===== src/logic/pfs_consts.svh =====
/*
 constants for the port function select block: offsets, fields, reset values.
 assumes inclusion by bare name from the package and the design module.
*/
`ifndef PFS_CONSTS_SVH
`define PFS_CONSTS_SVH

// ----------------------------------------
// register offsets
// ----------------------------------------
`define PFS_PORT1_FUNCTION_SELECT_OFS 8'h34
`define PFS_PORT2_FUNCTION_SELECT_OFS 8'h38
`define PFS_PORT3_FUNCTION_SELECT_OFS 8'h3c
`define PFS_PORT4_FUNCTION_SELECT_OFS 8'h40

// ----------------------------------------
// field positions
// ----------------------------------------
`define PFS_MAIN_LSB 0
`define PFS_ALT_LSB 8
`define PFS_SCHMITT_LSB 16
`define PFS_FIELD_W 8
`define PFS_IMPL_MASK 32'h00ff_ffff

// ----------------------------------------
// reset values
// ----------------------------------------
`define PFS_PORT123_RST 24'h00_0000
`define PFS_PORT4_RST 24'h00_00c0

`endif


===== src/logic/pfs_pkg.sv =====
/*
 types of the port function select block.
 assumes pfs_consts.svh on the include path.
*/
`include "pfs_consts.svh"

package pfs_pkg;

    // one port selection register, implemented bits only
    typedef struct packed {
        logic [7:0] schmitt_input_enable;
        logic [7:0] alternate_select;
        logic [7:0] main_select;
    } pfs_sel_t;

    // per-pin function code
    typedef enum logic [1:0] {
        PFS_FN_GPIO,
        PFS_FN_MAIN,
        PFS_FN_ALT,
        PFS_FN_RSVD
    } pfs_fn_t;

    typedef struct packed {
        logic [7:0] addr;
        logic [31:0] wdata;
        logic wr;
        logic rd;
    } pfs_req_t;

    typedef struct packed {
        pfs_sel_t [3:0] sel;
        logic [31:0] rdata;
    } pfs_state_t;

endpackage : pfs_pkg


===== src/logic/pfs_port_function_select.sv =====
/*
 port function select: selection registers for ports 1 to 4 and the pin
 function decode that steers gpio, peripheral and schmitt enables per pin.
 assumes a simple register port driven synchronously to sys_clk, and that
 peripherals and pad logic consume the per-pin decoded selects.
*/
// Our own choice: strobed register access.
// Notes on behaviour
// RULE1 - each register: schmitt bits 23:16, alternate 15:8, main 7:0, 31:24 reserved.
// RULE2 - schmitt bit one enables the pin's schmitt input buffer, zero disables.
// RULE3 - function decoded from alternate and main bits; both clear keeps gpio.
// RULE4 - port 1 main only routes pin n to analog channel n.
// RULE5 - port 1 alternate only: pins 4..7 are serial0 select, mosi, miso, clock.
// RULE6 - port 1 alternate only: pin2 uart1 rx, pin3 tx, pin0 timer2, pin1 timer3.
// RULE7 - port 2 main only routes pin n to external bus address/data bit 8+n.
// RULE8 - port 2 alternate only routes pin n to pwm output n.
// RULE9 - port 3 main only: pin0 uart0 rx, pin1 tx; alternate there reserved.
// RULE10 - port 3 main: pins 2,3 external irq 0,1; pin3 alternate is bus clock.
// RULE11 - port 3 main: pins 4,5 timer0,1; alternate: pin4 sda, pin5 scl.
// RULE12 - port 3 main: pin6 write strobe, pin7 read strobe; pin6 alternate clock out.
// RULE13 - port 4 main only: pins 0..3 pwm outputs 0..3; alternate reserved.
// RULE14 - port 4 main only: pin4 bus chip select, pin5 address latch enable.
// RULE15 - port 4 main only: pin6 debug clock, pin7 debug data.
// RULE16 - port 4 register resets with main bits 6 and 7 set.
// RULE17 - ports 1 to 3 registers reset to zero.
// RULE18 - bits 31:24 read zero and ignore writes.
`timescale 1ns/10ps
`default_nettype none
`include "pfs_consts.svh"

module pfs_port_function_select
    import pfs_pkg::*;
(
    input wire logic sys_clk,
    input wire logic rst_n,
    input wire logic [7:0] reg_addr,
    input wire logic [31:0] reg_wdata,
    input wire logic reg_wr,
    input wire logic reg_rd,
    output logic [31:0] reg_rdata,
    output logic [7:0] p1_schmitt_input_enable,
    output logic [7:0] p2_schmitt_input_enable,
    output logic [7:0] p3_schmitt_input_enable,
    output logic [7:0] p4_schmitt_input_enable,
    output logic [7:0] p1_gpio_sel,
    output logic [7:0] p2_gpio_sel,
    output logic [7:0] p3_gpio_sel,
    output logic [7:0] p4_gpio_sel,
    output logic [7:0] p1_reserved_sel,
    output logic [7:0] p2_reserved_sel,
    output logic [7:0] p3_reserved_sel,
    output logic [7:0] p4_reserved_sel,
    output logic [7:0] analog_in_chan_sel,
    output logic sync_serial0_select_sel,
    output logic sync_serial0_mosi_sel,
    output logic sync_serial0_miso_sel,
    output logic sync_serial0_clock_sel,
    output logic uart1_receive_sel,
    output logic uart1_transmit_sel,
    output logic timer_two_ext_pin_sel,
    output logic timer_three_ext_pin_sel,
    output logic [7:0] ext_bus_addr_data_hi_sel,
    output logic [7:0] p2_pulse_out_sel,
    output logic uart0_receive_sel,
    output logic uart0_transmit_sel,
    output logic ext_irq_in_zero_sel,
    output logic ext_irq_in_one_sel,
    output logic ext_bus_mem_clock_sel,
    output logic timer_zero_ext_pin_sel,
    output logic timer_one_ext_pin_sel,
    output logic i2c_sda_sel,
    output logic i2c_scl_sel,
    output logic ext_bus_write_strobe_sel,
    output logic ext_bus_read_strobe_sel,
    output logic clock_out_pin_sel,
    output logic [3:0] p4_pulse_out_sel,
    output logic ext_bus_chip_select_sel,
    output logic ext_bus_addr_latch_sel,
    output logic debug_clock_pin_sel,
    output logic debug_data_pin_sel
);

    // ----------------------------------------
    // helpers
    // ----------------------------------------
    function automatic pfs_fn_t pin_fn(input logic alt, input logic main);
        pin_fn = alt ? (main ? PFS_FN_RSVD : PFS_FN_ALT) // [RULE3]
                     : (main ? PFS_FN_MAIN : PFS_FN_GPIO);
    endfunction

    function automatic logic [7:0] fn_mask(input pfs_sel_t s, input pfs_fn_t f);
        logic [7:0] m;
        m = 8'h00;
        for (int i = 0; i < 8; i++)
        begin
            m[i] = (pin_fn(s.alternate_select[i], s.main_select[i]) == f);
        end
        fn_mask = m;
    endfunction

    // ----------------------------------------
    // state
    // ----------------------------------------
    typedef struct packed {
        pfs_state_t core;
        logic [7:0] schm1, schm2, schm3, schm4;
        logic [7:0] g1, g2, g3, g4;
        logic [7:0] r1, r2, r3, r4;
        logic [7:0] m1, a1, m2, a2, m3, a3, m4;
    } pfs_all_t;

    pfs_all_t st_r;
    pfs_all_t st_nxt;
    pfs_req_t req;
    pfs_sel_t [3:0] sel_w;
    logic [1:0] widx;
    logic hit;

    assign req = '{addr: reg_addr, wdata: reg_wdata, wr: reg_wr, rd: reg_rd};

    // ----------------------------------------
    // next state
    // ----------------------------------------
    always_comb
    begin
        st_nxt = st_r;
        sel_w = st_r.core.sel;
        hit = 1'b1;
        widx = 2'd0;
        case (req.addr)
            `PFS_PORT1_FUNCTION_SELECT_OFS: widx = 2'd0;
            `PFS_PORT2_FUNCTION_SELECT_OFS: widx = 2'd1;
            `PFS_PORT3_FUNCTION_SELECT_OFS: widx = 2'd2;
            `PFS_PORT4_FUNCTION_SELECT_OFS: widx = 2'd3;
            default: hit = 1'b0;
        endcase
        if (req.wr && hit)
        begin
            sel_w[widx] = req.wdata[23:0]; // [RULE1] [RULE18]
        end
        st_nxt.core.sel = sel_w;
        st_nxt.core.rdata = 32'h0000_0000;
        if (req.rd && hit)
        begin
            st_nxt.core.rdata = {8'h00, st_r.core.sel[widx]}; // [RULE18]
        end
        st_nxt.schm1 = sel_w[0].schmitt_input_enable; // [RULE2]
        st_nxt.schm2 = sel_w[1].schmitt_input_enable; // [RULE2]
        st_nxt.schm3 = sel_w[2].schmitt_input_enable; // [RULE2]
        st_nxt.schm4 = sel_w[3].schmitt_input_enable; // [RULE2]
        st_nxt.g1 = fn_mask(sel_w[0], PFS_FN_GPIO); // [RULE3]
        st_nxt.g2 = fn_mask(sel_w[1], PFS_FN_GPIO);
        st_nxt.g3 = fn_mask(sel_w[2], PFS_FN_GPIO);
        st_nxt.g4 = fn_mask(sel_w[3], PFS_FN_GPIO);
        st_nxt.m1 = fn_mask(sel_w[0], PFS_FN_MAIN);
        st_nxt.a1 = fn_mask(sel_w[0], PFS_FN_ALT);
        st_nxt.m2 = fn_mask(sel_w[1], PFS_FN_MAIN);
        st_nxt.a2 = fn_mask(sel_w[1], PFS_FN_ALT);
        st_nxt.m3 = fn_mask(sel_w[2], PFS_FN_MAIN);
        st_nxt.a3 = fn_mask(sel_w[2], PFS_FN_ALT);
        st_nxt.m4 = fn_mask(sel_w[3], PFS_FN_MAIN);
        // reserved combinations: both set, plus alt on the pins that lack one
        st_nxt.r1 = fn_mask(sel_w[0], PFS_FN_RSVD);
        st_nxt.r2 = fn_mask(sel_w[1], PFS_FN_RSVD);
        st_nxt.r3 = fn_mask(sel_w[2], PFS_FN_RSVD)
                  | (fn_mask(sel_w[2], PFS_FN_ALT) & 8'h87); // [RULE9]
        st_nxt.r4 = fn_mask(sel_w[3], PFS_FN_RSVD)
                  | fn_mask(sel_w[3], PFS_FN_ALT); // [RULE13] [RULE14] [RULE15]
        if (!rst_n)
        begin
            st_nxt = '0;
            st_nxt.core.sel[0] = `PFS_PORT123_RST; // [RULE17]
            st_nxt.core.sel[1] = `PFS_PORT123_RST; // [RULE17]
            st_nxt.core.sel[2] = `PFS_PORT123_RST; // [RULE17]
            st_nxt.core.sel[3] = `PFS_PORT4_RST; // [RULE16]
            st_nxt.g1 = 8'hff;
            st_nxt.g2 = 8'hff;
            st_nxt.g3 = 8'hff;
            st_nxt.g4 = 8'h3f;
            st_nxt.m4 = 8'hc0; // [RULE16]
        end
    end

    always_ff @(posedge sys_clk)
    begin
        st_r <= st_nxt;
    end

    // ----------------------------------------
    // outputs, all straight from st_r
    // ----------------------------------------
    assign reg_rdata = st_r.core.rdata;
    assign p1_schmitt_input_enable = st_r.schm1;
    assign p2_schmitt_input_enable = st_r.schm2;
    assign p3_schmitt_input_enable = st_r.schm3;
    assign p4_schmitt_input_enable = st_r.schm4;
    assign p1_gpio_sel = st_r.g1;
    assign p2_gpio_sel = st_r.g2;
    assign p3_gpio_sel = st_r.g3;
    assign p4_gpio_sel = st_r.g4;
    assign p1_reserved_sel = st_r.r1;
    assign p2_reserved_sel = st_r.r2;
    assign p3_reserved_sel = st_r.r3;
    assign p4_reserved_sel = st_r.r4;

    // port 1
    assign analog_in_chan_sel = st_r.m1; // [RULE4]
    assign sync_serial0_select_sel = st_r.a1[4]; // [RULE5]
    assign sync_serial0_mosi_sel = st_r.a1[5]; // [RULE5]
    assign sync_serial0_miso_sel = st_r.a1[6]; // [RULE5]
    assign sync_serial0_clock_sel = st_r.a1[7]; // [RULE5]
    assign timer_two_ext_pin_sel = st_r.a1[0]; // [RULE6]
    assign timer_three_ext_pin_sel = st_r.a1[1]; // [RULE6]
    assign uart1_receive_sel = st_r.a1[2]; // [RULE6]
    assign uart1_transmit_sel = st_r.a1[3]; // [RULE6]

    // port 2
    assign ext_bus_addr_data_hi_sel = st_r.m2; // [RULE7]
    assign p2_pulse_out_sel = st_r.a2; // [RULE8]

    // port 3
    assign uart0_receive_sel = st_r.m3[0]; // [RULE9]
    assign uart0_transmit_sel = st_r.m3[1]; // [RULE9]
    assign ext_irq_in_zero_sel = st_r.m3[2]; // [RULE10]
    assign ext_irq_in_one_sel = st_r.m3[3]; // [RULE10]
    assign ext_bus_mem_clock_sel = st_r.a3[3]; // [RULE10]
    assign timer_zero_ext_pin_sel = st_r.m3[4]; // [RULE11]
    assign timer_one_ext_pin_sel = st_r.m3[5]; // [RULE11]
    assign i2c_sda_sel = st_r.a3[4]; // [RULE11]
    assign i2c_scl_sel = st_r.a3[5]; // [RULE11]
    assign ext_bus_write_strobe_sel = st_r.m3[6]; // [RULE12]
    assign ext_bus_read_strobe_sel = st_r.m3[7]; // [RULE12]
    assign clock_out_pin_sel = st_r.a3[6]; // [RULE12]

    // port 4
    assign p4_pulse_out_sel = st_r.m4[3:0]; // [RULE13]
    assign ext_bus_chip_select_sel = st_r.m4[4]; // [RULE14]
    assign ext_bus_addr_latch_sel = st_r.m4[5]; // [RULE14]
    assign debug_clock_pin_sel = st_r.m4[6]; // [RULE15]
    assign debug_data_pin_sel = st_r.m4[7]; // [RULE15]

endmodule // pfs_port_function_select

`default_nettype wire


===== config.mk =====
export PLATFORM = sky130hd
export DESIGN_NAME = pfs_port_function_select
export DESIGN_NICKNAME = d
export VERILOG_FILES = /design/src/logic/pfs_pkg.sv /design/src/logic/pfs_port_function_select.sv
export VERILOG_INCLUDE_DIRS = /design/src /design/src/logic
export SDC_FILE = /design/constraint.sdc
export NUM_CORES = 1
export LEC_CHECK = 0
export ABC_AREA = 1
export BUFFER_PORTS_ARGS = -buffer_cell sky130_fd_sc_hd__clkbuf_2
export CAP_MARGIN = 20
export CORE_ASPECT_RATIO = 0.5
export CORE_MARGIN = 2
export CORE_UTILIZATION = 54
export DETAILED_ROUTE_END_ITERATION = 8
export HOLD_SLACK_MARGIN = 0.05
export PLACE_DENSITY = 0.89
export SETUP_SLACK_MARGIN = 0.05
export SLEW_MARGIN = 0
export SYNTH_ARGS = -nofsm -noshare
export SYNTH_HDL_FRONTEND = slang
export SYNTH_SLANG_ARGS = --single-unit
export TNS_END_PERCENT = 20

===== constraint.sdc =====
create_clock -name sys_clk -period 1.6 [get_ports sys_clk]
set_input_delay 0.08 -clock sys_clk [delete_from_list [all_inputs] [get_ports sys_clk]]
set_output_delay 0.08 -clock sys_clk [all_outputs]
set_load 0.005 [all_outputs]

==> results.yml, run 1 <==
status:
  status: "finished clean"
clock_network:
  cts_buffers: 20
  clock_path_buffers: 3
  htreeDepth: 1
  clock_latency_ns: 0.50
  cts_tree: "built"
  cts_setup_buffers: 0
  cts.clk_slew.worst_paths_ns: 0.07
  cts_root_buf: "clkbuf_16"
  cts_num_sinks: 236
setup_path:
  crit_chain: "clkbuf_2, inv_1, nand2_1, nor2_2, nand2_4, nor2_2, buf_4, buf_12, o21ai_0, o21ai_0, inv_1"
  path_max_fanout: 14
  cp-start-kind: "input port"
  max_stage_delay_ns: 0.23
  worstPathRequired_ns: 1.98
  reg2reg_depth: 3
  crit_type: "in -> reg"
  reg2reg_to: "p3_gpio_sel[1]"
  critical_path_arrival_ns: 1.52
  r2r_start: "st_r[241]"
  critical_path.slowest_cell: "o21ai_0"
  rrSetupSlack_ns: 0.52
  endpoint_kind: "flip-flop"
drt:
  drc: 0
  num_vias: 8280
  drt_iter0_markers: 817
  vias_per_cell: 4.93
  drt-total-wl_um: 24100
  ant_nets: 0
  first_pass_iters: 7
  route.detailed.wl_per_inst_um: 14.4
placed_design:
  placed_area_sq_mm: 0.0103
  placed_cells: 1621
  dp_hpwl_um: 16800
  gp_routability_congestion: 0.919
  portBuffers: 207
logic_synthesis:
  synth_area_leaders: "dfxtp_1 47%, buf_4 12%, nand2_1 10%"
  synth.distinct_cells: 27
  synth_top_area_share_pct: 47.0
  yosysWarnings: 0
  synth_edf_count: 0
  synth_ff_type: "dfxtp_1"
  yosysTopAreaCell: "dfxtp_1"
  synth_seq_cells: 236
  syn_inst: 1346
  syn_avg_cell_area_sq_um: 7.46
  netlist_area_sq_mm: 0.0100
  asyncSetResetFlopFracSynth_pct: 0
  seq_area_frac_synth_pct: 47.0
final_layout:
  final_area_sq_mm: 0.0112
  final_cell_mix: "268 x nand2_1, 236 x dfxtp_1, 217 x inv_1"
  fin_nets: 1470
  synthToLayoutAreaGrowth_pct: 11.5
  drive_gt1_share_pct: 21.5
  fill_cells: 1504
  regArea_sq_mm: 0.00472
  multi_input_comb_area_sq_mm: 0.00305
  instances_no_fill: 1680
  utilization_pct: 61.2
  layout_commonest_cell: "nand2_1"
floorplanning:
  die_w_um: 197
  io_pins: 224
  die-area_sq_mm: 0.0198
  core.rowCount: 35
  coreArea_sq_mm: 0.0183
  start_util_pct: 54.9
  die_h_um: 100
grt:
  grt_pass1_wl_um: 37700
  grt_pass1_vias: 7447
  grt_max_degree: 90
  gr-total-overflow: 0
  antenna_found_initial: 1
  grtUsageTotal_pct: 23.8
job:
  drv_cap: 0
worst_hold_path:
  hold_start: "rst_n"
  hold_end: "p2_gpio_sel[7]"
  hp-class: "in -> reg"
  min_path_cells: 3
sta:
  clock_skew_ns: 0.0169
  setup_tns_ns: 0
  grt_setup_unrepaired: "false"
  min_period_ns: 1.14
  max-slew-margin-rel_pct: 64.6
  fmax_mhz: 874
  holdWs_ns: 0.0742
  maxSlewViolCount: 0
  hold_viol: 0
  finalCritPeriodShare_pct: 71.5
  worst_slew_pin_slew_ns: 0.525
  setup_violations: 0
power:
  cellLeakagePower_nw: 6.33
  peakVddDrop_v: 0.000765
  power_density_mw_per_mm2: 1010
per-layer routing:
layer	up-vias	routed length, um	global-route usage, %
met5	-	0	0
met4	0	855	8.79
met3	77	2290	5.28
met2	372	10500	36.9
met1	3754	10500	32.8
li1	4077	-	-
synthesized netlist by cell type (8+ instances only):
library cell / instances
a21oi_1: 10
buf_2: 19
buf_4: 160
clkbuf_1: 19
dfxtp_1: 236
inv_1: 217
nand2_1: 269
nand2_2: 24
nand3_1: 38
nand4_1: 16
nor2_1: 153
nor3_1: 8
o21ai_0: 97
o21ai_1: 13
o22ai_1: 27
critical path, delay by kind of cell:
family / cells / cell delay, ns
AOI/OAI and AO/OA: 2 / 0.38
buffers and inverters: 5 / 0.55
and+or+nand+nor: 4 / 0.51
logic make-up (layout without fill, tap and decap cells):
group,Yosys count,count (layout),synth area share [%]
buffers and inverters,431,516,22.8
flip-flops,236,236,47.0
AO/OA/AOI/OAI,147,147,7.66
other,1,10,0.0373
AND/OR/NAND/NOR,531,531,22.4
how the worst max path moves through the flow:
stage / startpoint / endpoint / cells after the start
global route: reg_addr[0] / p4_gpio_sel[4] / 11
detailed placement: reg_addr[1] / p4_gpio_sel[4] / 11
global placement: reg_addr[0] / p4_gpio_sel[1] / 11
floorplan: reg_addr[0] / reg_rdata[16] / 11
finish: reg_addr[1] / p4_gpio_sel[4] / 11
CTS: reg_addr[1] / p4_gpio_sel[4] / 11
timing repair:
| action | CTS | global route |
|---|---|---|
| endpoints found under the hold margin | 76 | 0 |
| resized for setup | 0 | 0 |
| hold buffers | 23 | 0 |
layout make-up:
class | count | area share (%)
antenna | 2 | 0.0447
tap | 240 | 2.68
clock buffer | 26 | 5.13
timing repair buffer | 261 | 14.5
sequential | 236 | 42.2
multi-input combinational | 686 | 27.3
clock inverter | 8 | 0.826
inverter | 221 | 7.40
registers in the layout, summed over array words and instances, names as in the netlist, 4 cells and up:
register and flops:
st_r 64, reg_rdata 24, analog_in_chan_sel 8, ext_bus_addr_data_hi_sel 8
p1_gpio_sel 8, p1_reserved_sel 8, p1_schmitt_input_enable 8, p2_gpio_sel 8
p2_pulse_out_sel 8, p2_reserved_sel 8, p2_schmitt_input_enable 8, p3_gpio_sel 8
p3_reserved_sel 8, p3_schmitt_input_enable 8, p4_gpio_sel 8, p4_reserved_sel 8
p4_schmitt_input_enable 8, p4_pulse_out_sel 4
through the flow:
step                setup slack, ns  power, mW
floorplan                     0.345       6.29
global placement             0.0743       6.40
detailed placement          -0.0405       6.41
CTS                           0.457       11.4
global route                  0.283       11.7
finish                        0.456       11.3
power breakdown:
part	internal, mW	total, mW	switching, mW
registers	5.90	5.91	0.0102
clock network	2.86	5.00	2.14
logic	0.159	0.422	0.263
total	8.92	11.3	2.41
Power figures use the tool's default switching activity.
==> inputs of run 2 (changes only) <==
==> constraint.sdc (replaced) <==
create_clock -name sys_clk -period 1.1 [get_ports sys_clk]
set_input_delay 0.055 -clock sys_clk [delete_from_list [all_inputs] [get_ports sys_clk]]
set_output_delay 0.055 -clock sys_clk [all_outputs]
set_load 0.005 [all_outputs]
==> run 2 against run 1 <==
Effect of this change:
- sequential share of layout area fell by 3.6 points
- global-route usage rose by 1.5 points
- critical path depth rose by 3
- via count rose by 5.5%
- setup slack got worse by 0.42 ns
- register-to-register slack got worse by 0.44 ns
- largest cell class unchanged
- core utilization rose by 6.0 points
==> results.yml, run 2 (synthesis gave the netlist of run 1 again) <==
clock_network:
  clock_latency_ns: 0.50
  cts_buffers: 21
  cts_num_sinks: 236
  cts.clk_slew.worst_paths_ns: 0.07
  cts_root_buf: "clkbuf_16"
  clock_path_buffers: 3
  htreeDepth: 1
  cts_tree: "built"
floorplanning:
  die_h_um: 100
  die-area_sq_mm: 0.0198
  coreArea_sq_mm: 0.0183
  core.rowCount: 35
  die_w_um: 197
  io_pins: 224
  start_util_pct: 54.9
job:
  drv_cap: 0
setup_path:
  path_max_fanout: 7
  worstPathRequired_ns: 1.53
  crit_type: "in -> reg"
  cp-start-kind: "input port"
  critical_path_arrival_ns: 1.50
  critical_path.slowest_cell: "nor2_8"
  endpoint_kind: "flip-flop"
  cpLargestDelayFamily: "simple AND/OR/NAND/NOR gates"
  crit_buf_inv: 5
  crit_chain: "clkbuf_2, inv_2, nand2_2, nor2_4, nand2_4, nand2_4, nor2_4, nor2_8, buf_12, clkbuf_16, nand2_2, nand2_1, inv_1, nor2_1"
  max_stage_delay_ns: 0.20
final_layout:
  fin_nets: 1509
  diodes: 0
  regMostFlops: "st_r"
  final_cell_mix: "219 x dfxtp_1, 208 x nand2_1, 201 x clkbuf_2"
  drive_gt1_share_pct: 33.1
  synthToLayoutAreaGrowth_pct: 22.5
  instances_no_fill: 1718
  layout_commonest_cell: "dfxtp_1"
  final_area_sq_mm: 0.0123
  largest_register_ffs: 64
placed_design:
  gp_routability_congestion: 0.911
  portBuffers: 207
  dp_hpwl_um: 17200
  placed_area_sq_mm: 0.0106
  placed_cells: 1644
sta:
  maxSlewViolCount: 0
  setup_violations: 0
  min_period_ns: 1.06
  clock_skew_ns: 0.0224
  fmax_mhz: 940
  holdWs_ns: 0.0580
  finalCritPeriodShare_pct: 96.7
  grt_setup_unrepaired: "true"
  hold_viol: 0
drt:
  vias_per_cell: 5.09
  drt-total-wl_um: 27700
  drc: 0
  ant_nets: 0
  num_vias: 8739
  drt_iter0_markers: 818
  first_pass_iters: 6
  route.detailed.wl_per_inst_um: 16.1
power:
  p_total_mw: 16.6
  cellLeakagePower_nw: 6.68
  peakVddDrop_v: 0.000867
  power_density_mw_per_mm2: 1350
grt:
  antenna_found_initial: 0
  grt_pass1_wl_um: 39900
  gr-total-overflow: 0
  grtUsageTotal_pct: 25.3
  grt_pass1_vias: 7925
  grt_max_degree: 42
worst_hold_path:
  hp-class: "in -> reg"
status:
  status: "finished clean"
-- run 2: cell count changes in the layout (fill, tap and decap cells not counted), moves of 16 or more --
cell and delta:
dfxtp_2 +17, inv_1 -20, nand2_2 +38, nand3_1 -18
o21ai_0 -38, buf_4 +21, dfxtp_1 -17, nand2_4 +20
nor2_1 -16, o21ai_1 +29, nand2_1 -60
-- run 2: cell type report --
class,count,area (sq um)
Fill cell,1314,6000
Multi-Input combinational cell,686,3570
Tap cell,240,300
Sequential cell,236,4750
Inverter,221,876
Clock inverter,10,91.3
Timing Repair Buffer,299,2160
Clock buffer,26,564
-- run 2: path summary, 6_finish.rpt --
| kind | from | endpoint | slack [ns] | cells past startpoint |
|---|---|---|---|---|
| setup reg to reg | st_r[220] | ext_bus_addr_data_hi_sel[4] | 0.08 | 7 |
| setup / recovery | reg_addr[2] | p2_pulse_out_sel[1] | 0.04 | 14 |
| hold / removal | rst_n | p3_reserved_sel[7] | 0.06 | 4 |
| hold reg to reg | p3_schmitt_input_enable[4] | p3_schmitt_input_enable[4] | 0.48 | 2 |
-- run 2: through the flow --
stage	setup TNS [ns]	utilization, %	setup WS (ns)
2_1_floorplan	-3.54	-	-0.0425
3_3_place_gp	-82.71	58.0	-0.470
3_5_place_dp	-91.38	58.0	-0.511
4_1_cts	0	63.1	0.0381
5_1_grt	-0.955	67.2	-0.0696
6_report	0	67.2	0.0360
-- run 2: worst reg2reg max path: cells and delay by family, from the launching register on --
kind | cells | cell delay (ns)
buffers and inverters | 2 | 0.19
AO/OA/AOI/OAI | 1 | 0.10
AND/OR/NAND/NOR | 4 | 0.37
flip-flops | 1 | 0.30
-- run 2: power breakdown --
part | switching [mW] | leakage, nW | total (mW) | internal, mW
Combinational | 0.487 | 4.45 | 0.800 | 0.313
Clock | 3.27 | 0.325 | 7.19 | 3.92
Sequential | 0.0159 | 1.91 | 8.60 | 8.58
Total | 3.77 | 6.68 | 16.6 | 12.8
-- run 2: routing by layer --
| layer | part of all wire (%) | routed length [um] | vias up | track usage, % |
|---|---|---|---|---|
| met5 | 0 | 0 | - | 0 |
| met4 | 4.2 | 1150 | 0 | 9.14 |
| met3 | 9.9 | 2750 | 110 | 6.18 |
| met2 | 44 | 12200 | 482 | 39.9 |
| met1 | 42 | 11600 | 3996 | 34.1 |
| li1 | - | - | 4151 | - |
-- run 2: timing repair --
item	4_1_cts	5_1_grt
hold buffers	24	0
gates cloned	0	8
buffers inserted	0	6
pin swaps	1	55
hold endpoints to repair	101	0
gates resized for setup	9	177
setup endpoints to repair	51	176
==> inputs of run 3 (changes only) <==
--- a/config.mk
+++ b/config.mk
@@ -15,6 +15,7 @@
 export DETAILED_ROUTE_END_ITERATION = 8
 export HOLD_SLACK_MARGIN = 0.05
 export PLACE_DENSITY = 0.89
+export REMOVE_ABC_BUFFERS = 1
 export SETUP_SLACK_MARGIN = 0.05
 export SLEW_MARGIN = 0
 export SYNTH_ARGS = -nofsm -noshare
==> run 3 against run 2 <==
Effect of this change:
- the run now ends with negative setup slack left
- combinational power barely moved
- cell count increased by 0.58%
- first-iteration DRC count rose by 100%
- sequential power barely moved
- die area unchanged
- core utilization fell by 0.33 points
- via count increased by 14%
- critical path type unchanged
- critical endpoint is now i2c_scl_sel
- largest cell class unchanged
- largest power group unchanged
==> results.yml, run 3 (synthesis gave the netlist of run 1 again) <==
grt:
  grt_pass1_vias: 8560
  use_met3_pct: 5.75
  grtUsageTotal_pct: 26.3
  gr-total-overflow: 0
  grtUsageMet2_pct: 44.4
  antenna_found_initial: 1
  met1_usage_pct: 30.3
  grt_pass1_wl_um: 41700
  top_usage_layer: "met2"
  grt_max_degree: 32
clock_network:
  cts_buffers: 21
  cts_num_sinks: 236
  cts_tree: "built"
  clock_path_buffers: 3
  cts.clk_slew.worst_paths_ns: 0.08
  htreeDepth: 1
  cts_root_buf: "clkbuf_16"
  clock_latency_ns: 0.53
sta:
  clock_skew_ns: 0.0219
  finalCritPeriodShare_pct: 118
  hold_viol: 0
  fmax_mhz: 771
  maxSlewViolCount: 0
  min_period_ns: 1.30
  layout_setup_ws_ns: -0.197
  grt_setup_unrepaired: "true"
  holdWs_ns: 0.0766
  setup_violations: 48
power:
  cellLeakagePower_nw: 6.69
  power_density_mw_per_mm2: 1380
  peakVddDrop_v: 0.000905
final_layout:
  final_cell_mix: "221 x nand2_1, 213 x dfxtp_1, 210 x inv_1"
  utilization_pct: 66.9
  layout_commonest_cell: "nand2_1"
  fin_nets: 1517
  largest_register_ffs: 64
  final_area_sq_mm: 0.0122
  synthToLayoutAreaGrowth_pct: 21.9
  regMostFlops: "st_r"
  instances_no_fill: 1728
  drive_gt1_share_pct: 31.3
setup_path:
  worstPathRequired_ns: 1.49
  max_stage_delay_ns: 0.32
  endpoint_kind: "flip-flop"
  critical_path.slowest_cell: "nor2_1"
  path_max_fanout: 11
  crit_type: "in -> reg"
  critical_path_arrival_ns: 1.69
  cp-start-kind: "input port"
  crit_chain: "clkbuf_2, inv_1, nand2_2, nor2_4, nand2_4, nor2_4, buf_6, nand2_1, o21ai_2, nand2_1, nor2_1"
drt:
  ant_nets: 0
  route.detailed.wl_per_inst_um: 20.6
  first_pass_iters: 9
  num_vias: 9985
  vias_per_cell: 5.78
  drt-total-wl_um: 35600
  drc: 0
  drt_iter0_markers: 1633
placed_design:
  placed_area_sq_mm: 0.0105
  place_worst_setup_slack_ns: -0.492
  dp_hpwl_um: 16900
  placed_cells: 1652
  gp_routability_congestion: 0.865
  portBuffers: 207
floorplanning:
  start_util_pct: 54.9
  die_w_um: 197
  coreArea_sq_mm: 0.0183
  die-area_sq_mm: 0.0198
  die_h_um: 100
  core.rowCount: 35
  io_pins: 224
status:
  status: "complete, but fails checks"
  violations: "negative setup slack"
worst_hold_path:
  hp-class: "in -> reg"
job:
  drv_cap: 0
[run 3: changes by cell type in the layout (fill, tap and decap cells not counted), sizes merged]
cell         previous run  this run
diode                   0         1
buf                    67        78
inv                   221       222
dlygate4sd3            24        25
clkinv                  8         5
clkbuf                234       233
[run 3: final timing paths]
check / start / slack [ns] / endpoint / cells after the start
worst max-delay path: reg_addr[6] / -0.20 / i2c_scl_sel / 11
worst min-delay path: reg_rd / 0.08 / reg_rdata[21] / 6
worst max register to register: st_r[245] / -0.16 / i2c_scl_sel / 6
worst min register to register: p3_schmitt_input_enable[5] / 0.52 / p3_schmitt_input_enable[5] / 2
[run 3: report_power, final]
group | leakage (nW) | internal, mW | switching (mW)
Clock | 0.337 | 4.12 | 3.39
Sequential | 1.91 | 8.58 | 0.0197
Combinational | 4.44 | 0.295 | 0.502
[run 3: repair_timing]
action,in CTS,in global routing
setup buffers,0,9
endpoints found under the hold margin,124,0
endpoints found under the setup margin,71,190
pin swaps,1,46
hold buffers,25,0
resized for setup,11,189
gates cloned,0,4
[run 3: cell type report]
| class | count | area, sq um |
|---|---|---|
| Multi-Input combinational cell | 686 | 3510 |
| Tap cell | 240 | 300 |
| Antenna cell | 1 | 2.50 |
| Fill cell | 1146 | 6060 |
| Timing Repair Buffer | 307 | 2160 |
| Sequential cell | 236 | 4760 |
| Inverter | 221 | 835 |
| Clock inverter | 8 | 78.8 |
| Clock buffer | 29 | 606 |
[run 3: critical path, delay by kind of cell]
family / cells / cell delay [ns]
AO/OA/AOI/OAI: 1 / 0.17
buffers and inverters: 3 / 0.36
AND/OR/NAND/NOR: 7 / 1.11
[run 3: metrics by stage]
step | TNS, ns | power, mW
detailed placement | -93.28 | 9.35
CTS | 0 | 16.6
global route | -10.03 | 17.3
floorplan | -217.86 | 9.04
global placement | -85.72 | 9.34
finish | -2.85 | 16.9
[run 3: per-layer routing]
| metal | up-vias | wire length [um] |
|---|---|---|
| li1 | 4174 | - |
| met1 | 4401 | 11900 |
| met2 | 1027 | 15200 |
| met3 | 383 | 4770 |
| met4 | 0 | 3640 |
| met5 | - | 0 |
